File: src/rate_fading_consts.svh
// Constants for the pacing rate fading governor
`ifndef RATE_FADING_CONSTS_SVH
`define RATE_FADING_CONSTS_SVH
// Register byte offsets
`define RF_CTRL_OFS 4'h0
`define RF_RATES_OFS 4'h4
`define RF_SENS_OFS 4'h8
`define RF_NIGHT_OFS 4'hC
`define RF_STAT_OFS 4'h0
// Control field positions
`define RF_CTRL_RA 0
`define RF_CTRL_AG 1
`define RF_CTRL_STAB 2
`define RF_CTRL_NIGHT 3
`define RF_CTRL_DEC_LO 4
`define RF_CTRL_INC_LO 8
// Reset values, rates in 0.1 bpm
`define RF_BASIC_RST 11'h258
`define RF_NIGHT_RST 11'h1F4
`define RF_MSR_RST 11'h514
`define RF_GAIN_RST 4'h4
`define RF_THR_RST 4'h2
`define RF_INC_RST 4'h2
// Fixed figures
`define RF_RUN_LEN 3'h4
`define RF_OFFSET_10BPM 11'h064
`define RF_HIGH_SECONDS 32'h0000005A
`define RF_GAIN_MAX 4'hF
`define RF_THR_MAX 4'hF
`define RF_WEEK_DAYS 3'h7
`define RF_CLK_HZ 32'h02FAF080
`endif

File: src/rate_fading_pkg.sv
// Types for the pacing rate fading governor
package rate_fading_pkg;
  typedef logic [10:0] rate_t;
  typedef enum logic [1:0] {
    DEC_01 = 2'h0,
    DEC_02 = 2'h1,
    DEC_05 = 2'h2,
    DEC_10 = 2'h3
  } dec_step_t;
endpackage : rate_fading_pkg
File: src/pacing_rate_fading_control.sv
// Pacing rate fading, smoothing, stabilization and sensor rate governor
`timescale 1ns/100ps
`include "rate_fading_consts.svh"
module pacing_rate_fading_control #(
  parameter int unsigned SEC_CYCLES = 50000000,
  parameter int unsigned DAY_SECONDS = 86400
) (
  // Clock and reset
  input wire logic SYS_CLK,
  input wire logic SYS_RST,
  // Avalon-MM slave
  input wire logic [3:0] AVS_ADDRESS,
  input wire logic AVS_READ,
  input wire logic AVS_WRITE,
  input wire logic [31:0] AVS_WRITEDATA,
  output logic [31:0] AVS_READDATA,
  output logic AVS_WAITREQUEST,
  // Cardiac events as one-cycle pulses, then rate, mode switch and sensor levels, all from same-clock logic
  input wire logic CYCLE_END,
  input wire logic ATRIAL_SENSE_EVENT,
  input wire logic ATRIAL_PACE_EVENT,
  input wire logic ATRIAL_PREMATURE,
  input wire logic VENT_SENSE,
  input wire logic [10:0] ATRIAL_RATE,
  input wire logic [10:0] HEART_RATE,
  input wire logic MODE_SWITCH,
  input wire logic [7:0] SENSOR_AMPL,
  // Outputs
  output logic [10:0] PACING_RATE,
  output logic [10:0] SENSOR_RATE_REC
);
  // Registers written by software
  logic [15:0] ctrl_q;
  rate_fading_pkg::rate_t basic_q;
  rate_fading_pkg::rate_t night_q;
  rate_fading_pkg::rate_t msr_q;
  logic [3:0] gain_q;
  logic [3:0] thr_q;
  // Internal governor state
  rate_fading_pkg::rate_t backup_q;
  rate_fading_pkg::rate_t target_q;
  rate_fading_pkg::rate_t sensor_q;
  logic [2:0] as_run_q;
  logic [2:0] fast_run_q;
  logic [2:0] sense_run_q;
  logic stab_armed_q;
  logic follow_q;
  logic ms_stab_q;
  logic ms_d1_q;
  // Daily gain bookkeeping
  logic [31:0] sec_cnt_q;
  logic [31:0] day_sec_q;
  logic [31:0] high_sec_q;
  logic [2:0] days_low_q;
  logic rd_pend_q;

  // Decode of the decrease step to 0.1 bpm units
  function automatic rate_fading_pkg::rate_t dec_units(
    input rate_fading_pkg::dec_step_t s);
    unique case (s)
      rate_fading_pkg::DEC_01: dec_units = 11'h001;
      rate_fading_pkg::DEC_02: dec_units = 11'h002;
      rate_fading_pkg::DEC_05: dec_units = 11'h005;
      rate_fading_pkg::DEC_10: dec_units = 11'h00A;
    endcase
  endfunction : dec_units

  // Slew a rate toward a goal within step limits
  function automatic rate_fading_pkg::rate_t slew(
    input rate_fading_pkg::rate_t cur,
    input rate_fading_pkg::rate_t goal,
    input rate_fading_pkg::rate_t up,
    input rate_fading_pkg::rate_t dn);
    if (goal > cur)
      slew = (goal - cur > up) ? 11'(cur + up) : goal;
    else
      slew = (cur - goal > dn) ? 11'(cur - dn) : goal;
  endfunction : slew

  // Step limits; increase field clamped to 1..10 bpm
  logic [3:0] inc_f;
  rate_fading_pkg::rate_t up_step;
  rate_fading_pkg::rate_t dn_step;
  rate_fading_pkg::rate_t base_rate;
  logic ra_on;
  always_comb
  begin
    inc_f = ctrl_q[`RF_CTRL_INC_LO +: 4];
    if (inc_f == 4'h0)
      inc_f = 4'h1;
    else if (inc_f > 4'hA)
      inc_f = 4'hA;
    up_step = 11'(inc_f) * 11'h00A;
    dn_step = dec_units(rate_fading_pkg::dec_step_t'(
      ctrl_q[`RF_CTRL_DEC_LO +: 2]));
    ra_on = ctrl_q[`RF_CTRL_RA];
  end

  // Night selects the lower basic rate
  always_comb
  begin
    base_rate = ctrl_q[`RF_CTRL_NIGHT] ? night_q : basic_q;
  end

  // Sensor goal: threshold, gain and clamp
  logic [3:0] thr_eff;
  logic [11:0] above;
  logic [15:0] scaled;
  rate_fading_pkg::rate_t sens_goal;
  always_comb
  begin
    thr_eff = thr_q;
    if (ctrl_q[`RF_CTRL_NIGHT] && ra_on && thr_q != `RF_THR_MAX)
      thr_eff = 4'(thr_q + 4'h1);
    above = 12'h000;
    if (SENSOR_AMPL > {thr_eff, 4'h0})
      above = 12'(SENSOR_AMPL - {thr_eff, 4'h0});
    scaled = 16'(above * gain_q);
    if (16'(basic_q) + scaled >= 16'(msr_q))
      sens_goal = msr_q;
    else
      sens_goal = 11'(16'(basic_q) + scaled);
  end

  // Rate used as target fallback: sensor when adaptive and above the base rate
  rate_fading_pkg::rate_t fallback;
  always_comb
  begin
    fallback = (ra_on && sensor_q > base_rate) ? sensor_q : base_rate;
  end

  // Sensor rate slews once per cycle, always computed
  always_ff @(posedge SYS_CLK)
  begin
    if (SYS_RST)
      sensor_q <= `RF_BASIC_RST;
    else if (CYCLE_END)
      sensor_q <= slew(sensor_q, sens_goal, up_step, dn_step);
  end

  // Recorded sensor response, even in non-adaptive modes
  always_ff @(posedge SYS_CLK)
  begin
    if (SYS_RST)
      SENSOR_RATE_REC <= `RF_BASIC_RST;
    else
      SENSOR_RATE_REC <= sensor_q;
  end

  // Atrial sense run and target rate selection
  always_ff @(posedge SYS_CLK)
  begin
    if (SYS_RST)
    begin
      as_run_q <= 3'h0;
      target_q <= `RF_BASIC_RST;
    end
    else if (ATRIAL_PREMATURE || ATRIAL_PACE_EVENT)
    begin
      as_run_q <= 3'h0;
      target_q <= fallback;
    end
    else if (MODE_SWITCH)
      target_q <= fallback;
    else if (ATRIAL_SENSE_EVENT)
    begin
      if (as_run_q != `RF_RUN_LEN)
        as_run_q <= 3'(as_run_q + 3'h1);
      if (as_run_q >= 3'(`RF_RUN_LEN - 3'h1))
      begin
        // Four senses seen; clamp so the subtraction cannot wrap
        if (ATRIAL_RATE > `RF_OFFSET_10BPM)
          target_q <= 11'(ATRIAL_RATE - `RF_OFFSET_10BPM);
        else
          target_q <= 11'h000;
      end
    end
  end

  // Next backup value; pacing reads it so both move on one edge
  rate_fading_pkg::rate_t backup_d;
  always_comb
  begin
    backup_d = slew(backup_q, target_q, up_step, dn_step);
  end

  // Backup rate always runs in the background
  always_ff @(posedge SYS_CLK)
  begin
    if (SYS_RST)
      backup_q <= `RF_BASIC_RST;
    else if (CYCLE_END)
      backup_q <= backup_d;
  end

  // Mode switch stabilization needs prior enable
  always_ff @(posedge SYS_CLK)
  begin
    if (SYS_RST)
    begin
      ms_stab_q <= 1'b0;
      ms_d1_q <= 1'b0;
    end
    else
    begin
      ms_d1_q <= MODE_SWITCH;
      if (MODE_SWITCH && !ms_d1_q)
        ms_stab_q <= ctrl_q[`RF_CTRL_STAB];
      else if (!MODE_SWITCH)
        ms_stab_q <= 1'b0;
    end
  end

  // Run of sensed cycles arms stabilization
  always_ff @(posedge SYS_CLK)
  begin
    if (SYS_RST)
    begin
      sense_run_q <= 3'h0;
      stab_armed_q <= 1'b0;
    end
    else if (CYCLE_END)
    begin
      if (!VENT_SENSE)
        sense_run_q <= 3'h0;
      else if (sense_run_q != `RF_RUN_LEN)
        sense_run_q <= 3'(sense_run_q + 3'h1);
      if (VENT_SENSE && sense_run_q >= 3'(`RF_RUN_LEN - 3'h1))
        stab_armed_q <= 1'b1;
      else if (!ms_stab_q)
        stab_armed_q <= 1'b0;
    end
  end

  // Realignment after four faster intrinsic cycles
  always_ff @(posedge SYS_CLK)
  begin
    if (SYS_RST)
    begin
      fast_run_q <= 3'h0;
      follow_q <= 1'b1;
    end
    else if (CYCLE_END)
    begin
      if (VENT_SENSE && HEART_RATE > PACING_RATE)
      begin
        if (fast_run_q != `RF_RUN_LEN)
          fast_run_q <= 3'(fast_run_q + 3'h1);
        if (fast_run_q >= 3'(`RF_RUN_LEN - 3'h1))
          follow_q <= 1'b1;
      end
      else
      begin
        fast_run_q <= 3'h0;
        if (HEART_RATE < PACING_RATE)
          follow_q <= 1'b0;
      end
    end
  end

  // Pacing rate per cycle: jumps while fading, else slewed toward its source
  rate_fading_pkg::rate_t pace_goal;
  always_comb
  begin
    // Armed run only counts when stabilization was enabled
    if (ms_stab_q
      || (MODE_SWITCH && stab_armed_q && ctrl_q[`RF_CTRL_STAB]))
      pace_goal = backup_d;
    else if (!follow_q)
      pace_goal = (backup_d > fallback) ? backup_d : fallback;
    else if (ra_on && sensor_q > base_rate)
      pace_goal = sensor_q;
    else
      pace_goal = base_rate;
  end

  always_ff @(posedge SYS_CLK)
  begin
    if (SYS_RST)
      PACING_RATE <= `RF_BASIC_RST;
    else if (CYCLE_END)
      // Fading takes the goal at once; while following, even backup moves slew
      PACING_RATE <= (!follow_q) ? pace_goal :
        slew(PACING_RATE, pace_goal, up_step, dn_step);
  end

  // One-second tick and daily high-rate accumulation
  logic sec_tick;
  logic day_tick;
  logic high_now;
  always_comb
  begin
    sec_tick = (sec_cnt_q == 32'(SEC_CYCLES - 1));
    day_tick = sec_tick && (day_sec_q == 32'(DAY_SECONDS - 1));
    // Fifteen bits so a full-scale rate times ten cannot wrap
    high_now = (15'(sensor_q) * 15'h000A) >= (15'(msr_q) * 15'h0009);
  end

  always_ff @(posedge SYS_CLK)
  begin
    if (SYS_RST)
    begin
      sec_cnt_q <= 32'h0;
      day_sec_q <= 32'h0;
      high_sec_q <= 32'h0;
    end
    else
    begin
      sec_cnt_q <= sec_tick ? 32'h0 : 32'(sec_cnt_q + 32'h1);
      if (sec_tick)
      begin
        day_sec_q <= day_tick ? 32'h0 : 32'(day_sec_q + 32'h1);
        if (day_tick)
          high_sec_q <= 32'h0;
        else if (high_now && high_sec_q != 32'hFFFFFFFF)
          high_sec_q <= 32'(high_sec_q + 32'h1);
      end
    end
  end

  // Register writes, daily gain adjust, week count
  logic wr;
  always_comb
  begin
    // Write lands at the edge that answers it
    wr = AVS_WRITE && !AVS_WAITREQUEST;
  end

  always_ff @(posedge SYS_CLK)
  begin
    if (SYS_RST)
    begin
      ctrl_q <= {4'h0, `RF_INC_RST, 8'h00};
      basic_q <= `RF_BASIC_RST;
      night_q <= `RF_NIGHT_RST;
      msr_q <= `RF_MSR_RST;
      gain_q <= `RF_GAIN_RST;
      thr_q <= `RF_THR_RST;
      days_low_q <= 3'h0;
    end
    else
    begin
      if (wr && AVS_ADDRESS == `RF_CTRL_OFS)
        ctrl_q <= AVS_WRITEDATA[15:0];
      if (wr && AVS_ADDRESS == `RF_RATES_OFS)
      begin
        basic_q <= AVS_WRITEDATA[10:0];
        msr_q <= AVS_WRITEDATA[26:16];
      end
      if (wr && AVS_ADDRESS == `RF_NIGHT_OFS)
        night_q <= AVS_WRITEDATA[10:0];
      // Hardware gain step wins over a software write
      if (day_tick && ctrl_q[`RF_CTRL_AG])
      begin
        if (high_sec_q >= `RF_HIGH_SECONDS)
        begin
          days_low_q <= 3'h0;
          if (gain_q != 4'h0)
            gain_q <= 4'(gain_q - 4'h1);
        end
        else if (days_low_q == 3'(`RF_WEEK_DAYS - 3'h1))
        begin
          days_low_q <= 3'h0;
          if (gain_q != `RF_GAIN_MAX)
            gain_q <= 4'(gain_q + 4'h1);
        end
        else
          days_low_q <= 3'(days_low_q + 3'h1);
      end
      else if (wr && AVS_ADDRESS == `RF_SENS_OFS)
      begin
        gain_q <= AVS_WRITEDATA[3:0];
        thr_q <= AVS_WRITEDATA[7:4];
      end
    end
  end

  // Bus handshake: every access answers in two cycles
  always_ff @(posedge SYS_CLK)
  begin
    if (SYS_RST)
    begin
      AVS_WAITREQUEST <= 1'b1;
      rd_pend_q <= 1'b0;
      AVS_READDATA <= 32'h0;
    end
    else
    begin
      rd_pend_q <= 1'b0;
      AVS_WAITREQUEST <= 1'b1;
      if ((AVS_READ || AVS_WRITE) && AVS_WAITREQUEST && !rd_pend_q)
      begin
        rd_pend_q <= 1'b1;
        AVS_WAITREQUEST <= 1'b0;
        unique case (AVS_ADDRESS)
          `RF_CTRL_OFS: AVS_READDATA <= {5'h0, PACING_RATE, ctrl_q};
          `RF_RATES_OFS: AVS_READDATA <= {5'h0, msr_q, 5'h0, basic_q};
          `RF_SENS_OFS: AVS_READDATA <= {5'h0, backup_q, 5'h0,
            days_low_q, thr_q, gain_q};
          `RF_NIGHT_OFS: AVS_READDATA <= {5'h0, target_q, 5'h0, night_q};
          default: AVS_READDATA <= 32'h0;
        endcase
      end
    end
  end

  // Assertions
  rate_fading_pkg::rate_t pr_prev;
  always_ff @(posedge SYS_CLK)
  begin
    pr_prev <= PACING_RATE;
  end

  sensor_clamp_a: assert property (@(posedge SYS_CLK) disable iff (SYS_RST)
    sensor_q <= msr_q || $changed(msr_q) || $past(CYCLE_END) == 1'b0
      || $past(sensor_q) > msr_q)
    else $error("Sensor rate above maximum");
  backup_up_a: assert property (@(posedge SYS_CLK) disable iff (SYS_RST)
    CYCLE_END && !wr |=> backup_q <= 11'($past(backup_q) + up_step))
    else $error("Backup rose too fast");
  backup_dn_a: assert property (@(posedge SYS_CLK) disable iff (SYS_RST)
    CYCLE_END && !wr && backup_q >= dn_step
      |=> backup_q >= 11'($past(backup_q) - $past(dn_step)))
    else $error("Backup fell too fast");
  target_base_a: assert property (@(posedge SYS_CLK) disable iff (SYS_RST)
    ATRIAL_PACE_EVENT |=> target_q == $past(fallback))
    else $error("Paced atrial did not reset target");
  target_atr_a: assert property (@(posedge SYS_CLK) disable iff (SYS_RST)
    ATRIAL_SENSE_EVENT && !ATRIAL_PREMATURE && !ATRIAL_PACE_EVENT
      && !MODE_SWITCH && as_run_q == 3'h4 && ATRIAL_RATE > 11'h064
      |=> target_q == 11'($past(ATRIAL_RATE) - 11'h064))
    else $error("Target not atrial minus 10");
  thr_ignore_a: assert property (@(posedge SYS_CLK) disable iff (SYS_RST)
    SENSOR_AMPL <= {thr_eff, 4'h0} |-> sens_goal == basic_q
      || basic_q >= msr_q)
    else $error("Sub-threshold amplitude moved rate");
  stab_gate_a: assert property (@(posedge SYS_CLK) disable iff (SYS_RST)
    $rose(MODE_SWITCH) && !ctrl_q[2] |=> !ms_stab_q)
    else $error("Stabilization without enable");
  realign_a: assert property (@(posedge SYS_CLK) disable iff (SYS_RST)
    $rose(follow_q) |-> $past(fast_run_q) == 3'h3
      || $past(fast_run_q) == 3'h4)
    else $error("Realign before four fast cycles");
  hold_pace_a: assert property (@(posedge SYS_CLK) disable iff (SYS_RST)
    !$past(CYCLE_END) |-> PACING_RATE == pr_prev)
    else $error("Pacing rate moved off cycle");

  cov_fading_c: cover property (@(posedge SYS_CLK) $fell(follow_q));
  cov_gain_dn_c: cover property (@(posedge SYS_CLK)
    day_tick && high_sec_q >= `RF_HIGH_SECONDS);
  cov_ms_c: cover property (@(posedge SYS_CLK) $rose(ms_stab_q));
  cov_clamp_c: cover property (@(posedge SYS_CLK) sens_goal == msr_q);
endmodule : pacing_rate_fading_control

File: config.mk
export PLATFORM = sky130hd
export DESIGN_NAME = pacing_rate_fading_control
export DESIGN_NICKNAME = d
export VERILOG_FILES = /design/src/rate_fading_pkg.sv /design/src/pacing_rate_fading_control.sv
export VERILOG_INCLUDE_DIRS = /design/src
export SDC_FILE = /design/constraint.sdc
export NUM_CORES = 1
export LEC_CHECK = 0
export BUFFER_PORTS_ARGS = -buffer_cell sky130_fd_sc_hd__buf_2
export CAP_MARGIN = 20
export CORE_ASPECT_RATIO = 0.75
export CORE_MARGIN = 8
export CORE_UTILIZATION = 60
export DETAILED_ROUTE_END_ITERATION = 8
export GPL_ROUTABILITY_DRIVEN = 0
export PLACE_DENSITY = 0.87
export SYNTH_ARGS = -nofsm -noshare
export SYNTH_HDL_FRONTEND = slang
export SYNTH_SLANG_ARGS = --single-unit
File: constraint.sdc
create_clock -name SYS_CLK -period 19.9 [get_ports SYS_CLK]
set_input_delay 0.995 -clock SYS_CLK [delete_from_list [all_inputs] [get_ports SYS_CLK]]
set_output_delay 0.995 -clock SYS_CLK [all_outputs]
set_load 0.02 [all_outputs]
==> summary.md, run 1 <==
| Metric | Value |
|---|---|
| Outcome | `completed` |
| CTS Buffer Depth | `3` |
| Final Skew | `a little over 0.02 ns` |
| Worst min-delay path class | `flip-flop to flip-flop` |
| #FFs+latches synth | `approximately 250` |
| Reg2Reg Setup Slack | `6.79 ns` |
| Crit-path leading delay family | `compound AO/OA/AOI/OAI gates` |
| Seq/Total Area, Yosys | `23.50%` |
| CTS tree | `done` |
| GRT Overall Usage | `between 20% and 30%` |
| CP Class | `flip-flop to flip-flop` |
| CTS sink cnt | `roughly 250` |
| Hold buffers post-CTS | `0` |
| Post-CTS Setup Repair Bufs | `0` |
| Pre-CTS setup slack | `7.146 ns` |
| Total power | `between 2000 and 3000 uW` |
| CP Capture Type | `flip-flop` |
| Top_reg_cell synth | `dfxtp_1` |
| Final setup vio count | `0` |
| Layout cell share with drive strength beyond 1 | `under 10%` |
| Row cnt | `60` |
| Final WS setup | `roughly 6.8 ns` |
| Post-route clock period utilization | `65.90%` |
| Setup TNS | `0 ns` |
| Slew Limit Fails | `0` |
| Grt ovf | `0` |
| DRC | `0` |
| Vias/cell | `around 6.5` |
| Slowest stage delay, CP | `between 0.9 and 1 ns` |
| I/O Buffers | `120` |
| H-tree levels | `1` |
| Number of flops mapped to enable cells by yosys | `0` |
| Slew @ Worst Pin | `~1.2 ns` |
| Post-route ant nets | `0` |
| Total power per unit cell area | `approximately 120 nW/um^2` |
| Clk pin slew, worst setup/hold paths | `around 0.07 ns` |
| Filler cells | `roughly 2900` |
| IO Pins | `between 100 and 150` |
| Fin crit period | `approximately 13 ns` |
| Num CTS Buffers | `27` |
| Synth-to-layout area growth | `8.265%` |
| Synth async-reset ratio | `0%` |
| WP buf/inv | `5` |
| Routed len/inst | `between 20 and 25 um` |
| Max-Cap Viols | `0` |
| CORE AREA | `35660 sq um` |
| DR vias | `roughly 21000` |
| Final hold slack | `0.4587 ns` |
| P_leak | `between 0.01 and 0.015 uW` |
| Area of the multi-input gates | `around 15000 sq um` |
| Netlist Area Pre-Place | `about 22000 sq um` |
| Slew HR | `a little over a fifth` |
| Avg Inst Size Synth | `around 7.9 sq um` |
| 1st-iter DRT viols | `about 2800` |
| Worst reg2reg endpoint | `sensor_q[10]` |
| Critical path startpoint | `ctrl_q[3]` |
| First-pass GRT wire length | `about 100000 um` |
| Design area | `23340 sq um` |
| Yosys cell types | `just under 80` |
| Placed cell areas | `22410 sq um` |
| Worst reg-to-reg path cell count | `47` |
| Gate Count Post-Synth | `about 2700` |
| Levels on crit path | `47` |
| HPWL Detailed | `just over 50000 um` |
| CP max FO | `28` |
| Worst VDD drop | `0.00007646 V` |
| Post-CTS Resized | `0` |
| Vias in the first global route | `around 20000` |
| Worst EP required | `20.32 ns` |
| Slowest stage cell, crit path | `a21oi_1` |
| Setup crit end | `sensor_q[10]` |
| Initial antenna violation count | `2` |
| Initial Utilization | `between 60% and 70%` |
| Fmax | `between 0.07 and 0.08 GHz` |
| First-pass detailed-route iteration total | `7` |
| Die Ht | `roughly 180 um` |
| RSZ-0062 raised after global routing | `no` |
| Clk_lat worst skew | `0.58 ns` |
| Largest net degree at the start of global routing | `about 90` |
| CTS Root Cell | `clkbuf_16` |
| Startpoint types | `flip-flop` |
| Final #Nets | `around 3200` |
| Reg2reg start | `ctrl_q[3]` |
| Synth warnings | `0` |
| Routed WL | `around 66000 um` |
| Final hold vios | `0` |
| Die width | `234.9 um` |
| DIE AREA | `approximately 42000 sq um` |
| Reg area | `around 5100 sq um` |
| WP data arrival | `about 14 ns` |
==> registers in the layout (all words and copies together) (netlist names), 4 cells and up <==
register / flops
sensor_q: 11
day_sec_q: 32
night_q: 11
high_sec_q: 32
PACING_RATE: 11
SENSOR_RATE_REC: 11
basic_q: 11
backup_q: 11
ctrl_q: 16
sec_cnt_q: 32
gain_q: 4
target_q: 11
thr_q: 4
msr_q: 11
AVS_READDATA: 27
==> area by class of cell <==
| cell class | instances | area share (%) |
|---|---|---|
| antenna | 1 | 0.01072 |
| clock inverter | 17 | 0.6219 |
| clock buffer | 33 | 3.206 |
| multi-input combinational | 2151 | 65.04 |
| sequential | 253 | 21.70 |
| timing repair buffer | 135 | 3.152 |
| inverter | 235 | 3.780 |
| tap | 465 | 2.493 |
==> routing by layer <==
metal	vias up	wire length, um	GRT usage [%]
met2	1344	27490	43.79
met3	259	9234	9.245
li1	9753	-	-
met4	2	3132	13.02
met5	-	12	0
met1	9936	26580	39.31
==> metrics by stage <==
stage | util (%) | std cells
2_1_floorplan | - | 2749
3_3_place_gp | 62.84 | 3237
3_5_place_dp | 62.84 | 3237
4_1_cts | 65.34 | 3287
5_1_grt | 65.44 | 3289
6_report | 65.45 | 3290
==> worst min path at each step <==
| stage | startpoint | end | slack [ns] | cells after the start |
|---|---|---|---|---|
| final | AVS_READDATA[15] | AVS_READDATA[15] | 0.46 | 2 |
| after global routing | AVS_READDATA[14] | AVS_READDATA[14] | 0.46 | 2 |
| after CTS | AVS_READDATA[14] | AVS_READDATA[14] | 0.46 | 2 |
| after detailed placement | AVS_READDATA[14] | AVS_READDATA[14] | 0.45 | 2 |
| after global placement | AVS_READDATA[15] | AVS_READDATA[15] | 0.44 | 2 |
| after floorplan | sec_cnt_q[0] | sec_cnt_q[0] | 0.43 | 1 |
==> placed cells by master (no fill, tap or decap), types with 9 or more instances in the layout <==
cell type  synthesis  routed
nor4_1            20      19
ha_1             268     268
a211oi_1          16      16
fa_1              45      45
o211ai_1          17      17
nand4_1           44      44
a2111oi_0          9       9
buf_2              1     119
a21oi_1          233     233
a221oi_1          17      17
nor2_1           260     260
nand2b_1          36      36
mux2_2            17      17
nor3_1            41      41
nand2_1          258     258
o21bai_1          13      13
nor2b_1           41      41
mux2i_1           36      36
dfxtp_1          253     253
or3_1             28      28
xor2_1            78      78
or4_1              9       9
and2_1            18      18
o22ai_1           13      13
xnor2_1          107     107
clkbuf_16          0      27
o21a_1            39      39
or2_2              9       9
buf_4              6      15
a21o_1            49      49
o21ai_0          126     126
inv_1            233     233
a22oi_1           52      52
nand3_1           87      87
and3_1            47      47
==> cells by family (layout without fill, tap and decap cells) <==
group	Yosys count	after routing	synth area share, %
simple gates	919	919	20.21
compound gates	675	675	20.18
buf+inv	345	420	6.222
fa+ha+maj	313	313	19.73
flops	253	253	23.50
xor+xnor	185	185	7.516
mux	54	54	2.623
other cells	1	6	0.01740
==> Yosys cell counts, drive strengths merged, types with 10 or more instances <==
| master | instances | area share [%] |
|---|---|---|
| o211ai | 17 | 0.59 |
| buf | 20 | 0.56 |
| a221oi | 22 | 1.1 |
| nand2 | 258 | 4.5 |
| nand4 | 44 | 1.3 |
| and3 | 47 | 1.4 |
| xor2 | 78 | 3.2 |
| and2 | 18 | 0.52 |
| mux2 | 17 | 0.89 |
| or3 | 28 | 0.81 |
| ha | 268 | 16 |
| nor2b | 41 | 1.2 |
| fa | 45 | 4.2 |
| clkbuf | 90 | 1.6 |
| o21bai | 13 | 0.45 |
| dfxtp | 253 | 23 |
| o21a | 39 | 1.4 |
| nor3 | 41 | 0.95 |
| o22ai | 13 | 0.38 |
| nand3 | 87 | 2.0 |
| a211oi | 16 | 0.56 |
| a2111oi | 10 | 0.44 |
| or4 | 10 | 0.37 |
| o21ai | 128 | 3.0 |
| a22oi | 52 | 1.8 |
| a21o | 49 | 1.7 |
| nor2 | 260 | 4.5 |
| inv | 233 | 4.1 |
| nand2b | 36 | 1.0 |
| mux2i | 37 | 1.7 |
| nor4 | 20 | 0.58 |
| a21oi | 233 | 5.4 |
| xnor2 | 107 | 4.3 |
==> worst reg2reg max path: cells and delay by family, from the launching register on <==
family	cells	cell delay, ns
AOI/OAI and AO/OA	17	4.19
adders and majority gates	8	3.08
and+or+nand+nor	13	2.85
muxes	2	0.95
DFF	1	0.86
buffers and inverters	5	0.68
xor gates and xnor gates	2	0.36
==> power breakdown <==
part           switching (uW)  leakage [uW]  internal, uW  total [uW]
logic                     925       0.00771           657        1580
clock network             238      0.000429           275         513
registers                66.8       0.00205           535         602
Power figures use the tool's default switching activity.
==> run 2: changes to the inputs <==
--- a/config.mk
+++ b/config.mk
@@ -6,14 +6,15 @@
 export SDC_FILE = /design/constraint.sdc
 export NUM_CORES = 1
 export LEC_CHECK = 0
+export ABC_AREA = 1
 export BUFFER_PORTS_ARGS = -buffer_cell sky130_fd_sc_hd__buf_2
 export CAP_MARGIN = 20
 export CORE_ASPECT_RATIO = 0.75
 export CORE_MARGIN = 8
-export CORE_UTILIZATION = 60
+export CORE_UTILIZATION = 57
 export DETAILED_ROUTE_END_ITERATION = 8
 export GPL_ROUTABILITY_DRIVEN = 0
-export PLACE_DENSITY = 0.87
+export PLACE_DENSITY = 0.86
 export SYNTH_ARGS = -nofsm -noshare
 export SYNTH_HDL_FRONTEND = slang
 export SYNTH_SLANG_ARGS = --single-unit
==> constraint.sdc (replaced) <==
create_clock -name SYS_CLK -period 10.7 [get_ports SYS_CLK]
set_input_delay 0.535 -clock SYS_CLK [delete_from_list [all_inputs] [get_ports SYS_CLK]]
set_output_delay 0.535 -clock SYS_CLK [all_outputs]
set_load 0.02 [all_outputs]
==> summary.md, run 2 <==
| Metric | Value |
|---|---|
| Outcome | `completed` |
| HPWL Detailed | `52580 um` |
| WP data arrival | `10.47 ns` |
| CP Class | `flip-flop to flip-flop` |
| CTS sink cnt | `roughly 250` |
| Worst reg-to-reg path cell count | `51` |
| Final #Nets | `3700` |
| Area share of the largest cell type after synthesis | `between 20% and 30%` |
| Hold Path Origin | `AVS_WRITEDATA[13]` |
| Startpoint types | `flip-flop` |
| Avg Inst Size Synth | `6.883 sq um` |
| Worst VDD drop | `between 0.00015 and 0.0002 V` |
| RSZ-0062 raised after global routing | `no` |
| Netlist Area Pre-Place | `about 22000 sq um` |
| Gate Count Post-Synth | `between 3000 and 4000` |
| Max-Cap Viols | `0` |
| Slew HR | `a little under a third` |
| Total power | `around 4700 uW` |
| Slowest stage delay, CP | `approximately 0.58 ns` |
| Clk_lat worst skew | `slightly above 0.6 ns` |
| Area of the multi-input gates | `~15000 sq um` |
| Seq/Total Area, Yosys | `approximately 23%` |
| DRC | `0` |
| Worst EP required | `11.22 ns` |
| First-pass GRT wire length | `between 100000 and 150000 um` |
| Final setup vio count | `0` |
| Die Ht | `around 190 um` |
| Reg area | `5065 sq um` |
| GRT Overall Usage | `between 20 and 30%` |
| Synth async-reset ratio | `0%` |
| Top_reg_cell synth | `dfxtp_1` |
| Post-CTS Setup Repair Bufs | `0` |
| CP max FO | `22` |
| Final Skew | `0.04779 ns` |
| Reg2reg start | `ctrl_q[11]` |
| Routed len/inst | `between 15 and 20 um` |
| Slowest stage cell, crit path | `xnor2_1` |
| Vias in the first global route | `20530` |
| Most frequent cells in the layout | `551 x nand2_1, 483 x inv_1, 327 x a21oi_1` |
| Routed WL | `between 60000 and 70000 um` |
| Post-synth top cells | `551 x nand2_1, 484 x inv_1, 327 x a21oi_1` |
| Most frequent CP cell | `nand2_1` |
| Hold Path End | `ctrl_q[13]` |
| Worst reg2reg endpoint | `PACING_RATE[0]` |
| Grt ovf | `0` |
| Slew @ Worst Pin | `1.032 ns` |
| Largest net degree at the start of global routing | `69` |
| Hold buffers post-CTS | `0` |
| Slew Limit Fails | `0` |
| Worst min-delay path class | `input pin to flip-flop` |
| DIE AREA | `around 46000 sq um` |
| #FFs+latches synth | `approximately 250` |
| Most common cell after layout, fill and taps aside | `nand2_1` |
| Row cnt | `62` |
| I/O Buffers | `120` |
| Layout cell share with drive strength beyond 1 | `between 7 and 8%` |
| CORE AREA | `38400 sq um` |
| 1st-iter DRT viols | `about 3200` |
| Area leader, netlist | `dfxtp_1` |
| IO Pins | `approximately 130` |
| Clk pin slew, worst setup/hold paths | `approximately 0.070 ns` |
| Post-route ant nets | `0` |
| Number of flops mapped to enable cells by yosys | `0` |
| Total power per unit cell area | `193.7 nW/um^2` |
| CTS tree | `done` |
| Post-CTS Resized | `0` |
| Post-route clock period utilization | `93.01%` |
| Setup TNS | `0 ns` |
| Yosys cell types | `64` |
| CTS Root Cell | `clkbuf_16` |
| Largest regs | `day_sec_q x32, high_sec_q x32, sec_cnt_q x32` |
| P_leak | `roughly 0.011 uW` |
| Filler cells | `approximately 3400` |
| Fin crit period | `between 9 and 10 ns` |
| Synth-to-layout area growth | `8.900%` |
| Fmax | `~0.10 GHz` |
| Vias/cell | `between 5 and 6` |
| Synth warnings | `0` |
| Cell with the most instances after synthesis | `nand2_1` |
| H-tree levels | `1` |
| CTS Buffer Depth | `3` |
| CP Capture Type | `flip-flop` |
| Num CTS Buffers | `28` |
| Initial antenna violation count | `8` |
| Reg2Reg Setup Slack | `0.75 ns` |
| First-pass detailed-route iteration total | `6` |
| Synth area leaders | `dfxtp_1 23%, ha_1 15%, nand2_1 9.3%, inv_1 8.2%, a21oi_1 7.4%` |
| Final hold vios | `0` |
| DR vias | `roughly 23000` |
| Die width | `244.1 um` |
| Hold Path Cell Cnt | `3` |
| Initial Utilization | `57.92%` |
==> run 2: cell types whose count changed in the layout (fill, tap and decap cells not counted), moves of 35 or more <==
cell / before / now
nand3_1: 87 / 148
mux2i_1: 36 / 0
a21oi_1: 233 / 327
xnor2_1: 107 / 26
a21o_1: 49 / 5
a22oi_1: 52 / 6
nand2_1: 258 / 551
inv_1: 233 / 483
and3_1: 47 / 2
o22ai_1: 13 / 48
nor2b_1: 41 / 0
o21ai_0: 126 / 243
nand2b_1: 36 / 0
==> run 2: final cells by class <==
class	count	area share [%]
Sequential cell	253	20.91
Antenna cell	6	0.06199
Inverter	504	7.811
Clock inverter	10	0.3978
Tap cell	512	2.645
Multi-Input combinational cell	2377	61.38
Clock buffer	40	3.368
Timing Repair Buffer	147	3.425
==> run 2: worst max path at each step <==
stage | start | endpoint | slack, ns | cells past startpoint
4_1_cts | thr_q[0] | sensor_q[10] | 1.04 | 52
3_3_place_gp | thr_q[0] | sensor_q[10] | 1.26 | 54
2_1_floorplan | ctrl_q[3] | sensor_q[0] | 2.19 | 49
3_5_place_dp | thr_q[0] | sensor_q[10] | 1.10 | 52
5_1_grt | thr_q[0] | sensor_q[10] | 0.09 | 52
6_report | ctrl_q[11] | PACING_RATE[0] | 0.75 | 51
==> run 2: kinds of logic after synthesis <==
group / synth area share, %
XOR/XNOR: 5.238
AO/OA/AOI/OAI: 19.44
other: 0.01686
flip-flops: 22.77
AND/OR/NAND/NOR: 22.91
adder cells (fa/ha/maj): 19.13
buffers and inverters: 10.49
==> run 2: through the flow <==
stage	hold slack [ns]	worst slack (ns)	util [%]	cell area, sq um	cells
after floorplan	0.4176	2.187	-	22260	3235
after global placement	0.4316	1.255	60.54	23250	3790
after detailed placement	0.4390	1.099	60.54	23250	3790
after CTS	0.1463	1.041	62.91	24160	3840
after global routing	0.1580	0.09255	63.05	24210	3845
final	0.1561	0.7480	63.07	24220	3849
==> run 2: where the power goes <==
part	switching [uW]	internal, uW
Sequential	98.3	993
Combinational	1660	964
Clock	442	534
==> run 2: worst max-delay path: cells and delay by family (launching register included) <==
kind	cells	cell delay (ns)
compound gates	20	3.40
xor+xnor	2	0.71
buf+inv	7	1.15
fa+ha+maj	7	2.39
simple gates	15	1.84
flops	1	0.39
==> run 2: routing by layer <==
metal,routed length (um),vias up,share of wire (%),track usage [%]
li1,-,10980,-,-
met2,26730,1442,39,39.66
met1,29630,10320,43,40.30
met4,2355,10,3.4,8.558
met5,139,-,0.20,0
met3,9710,235,14,9.132
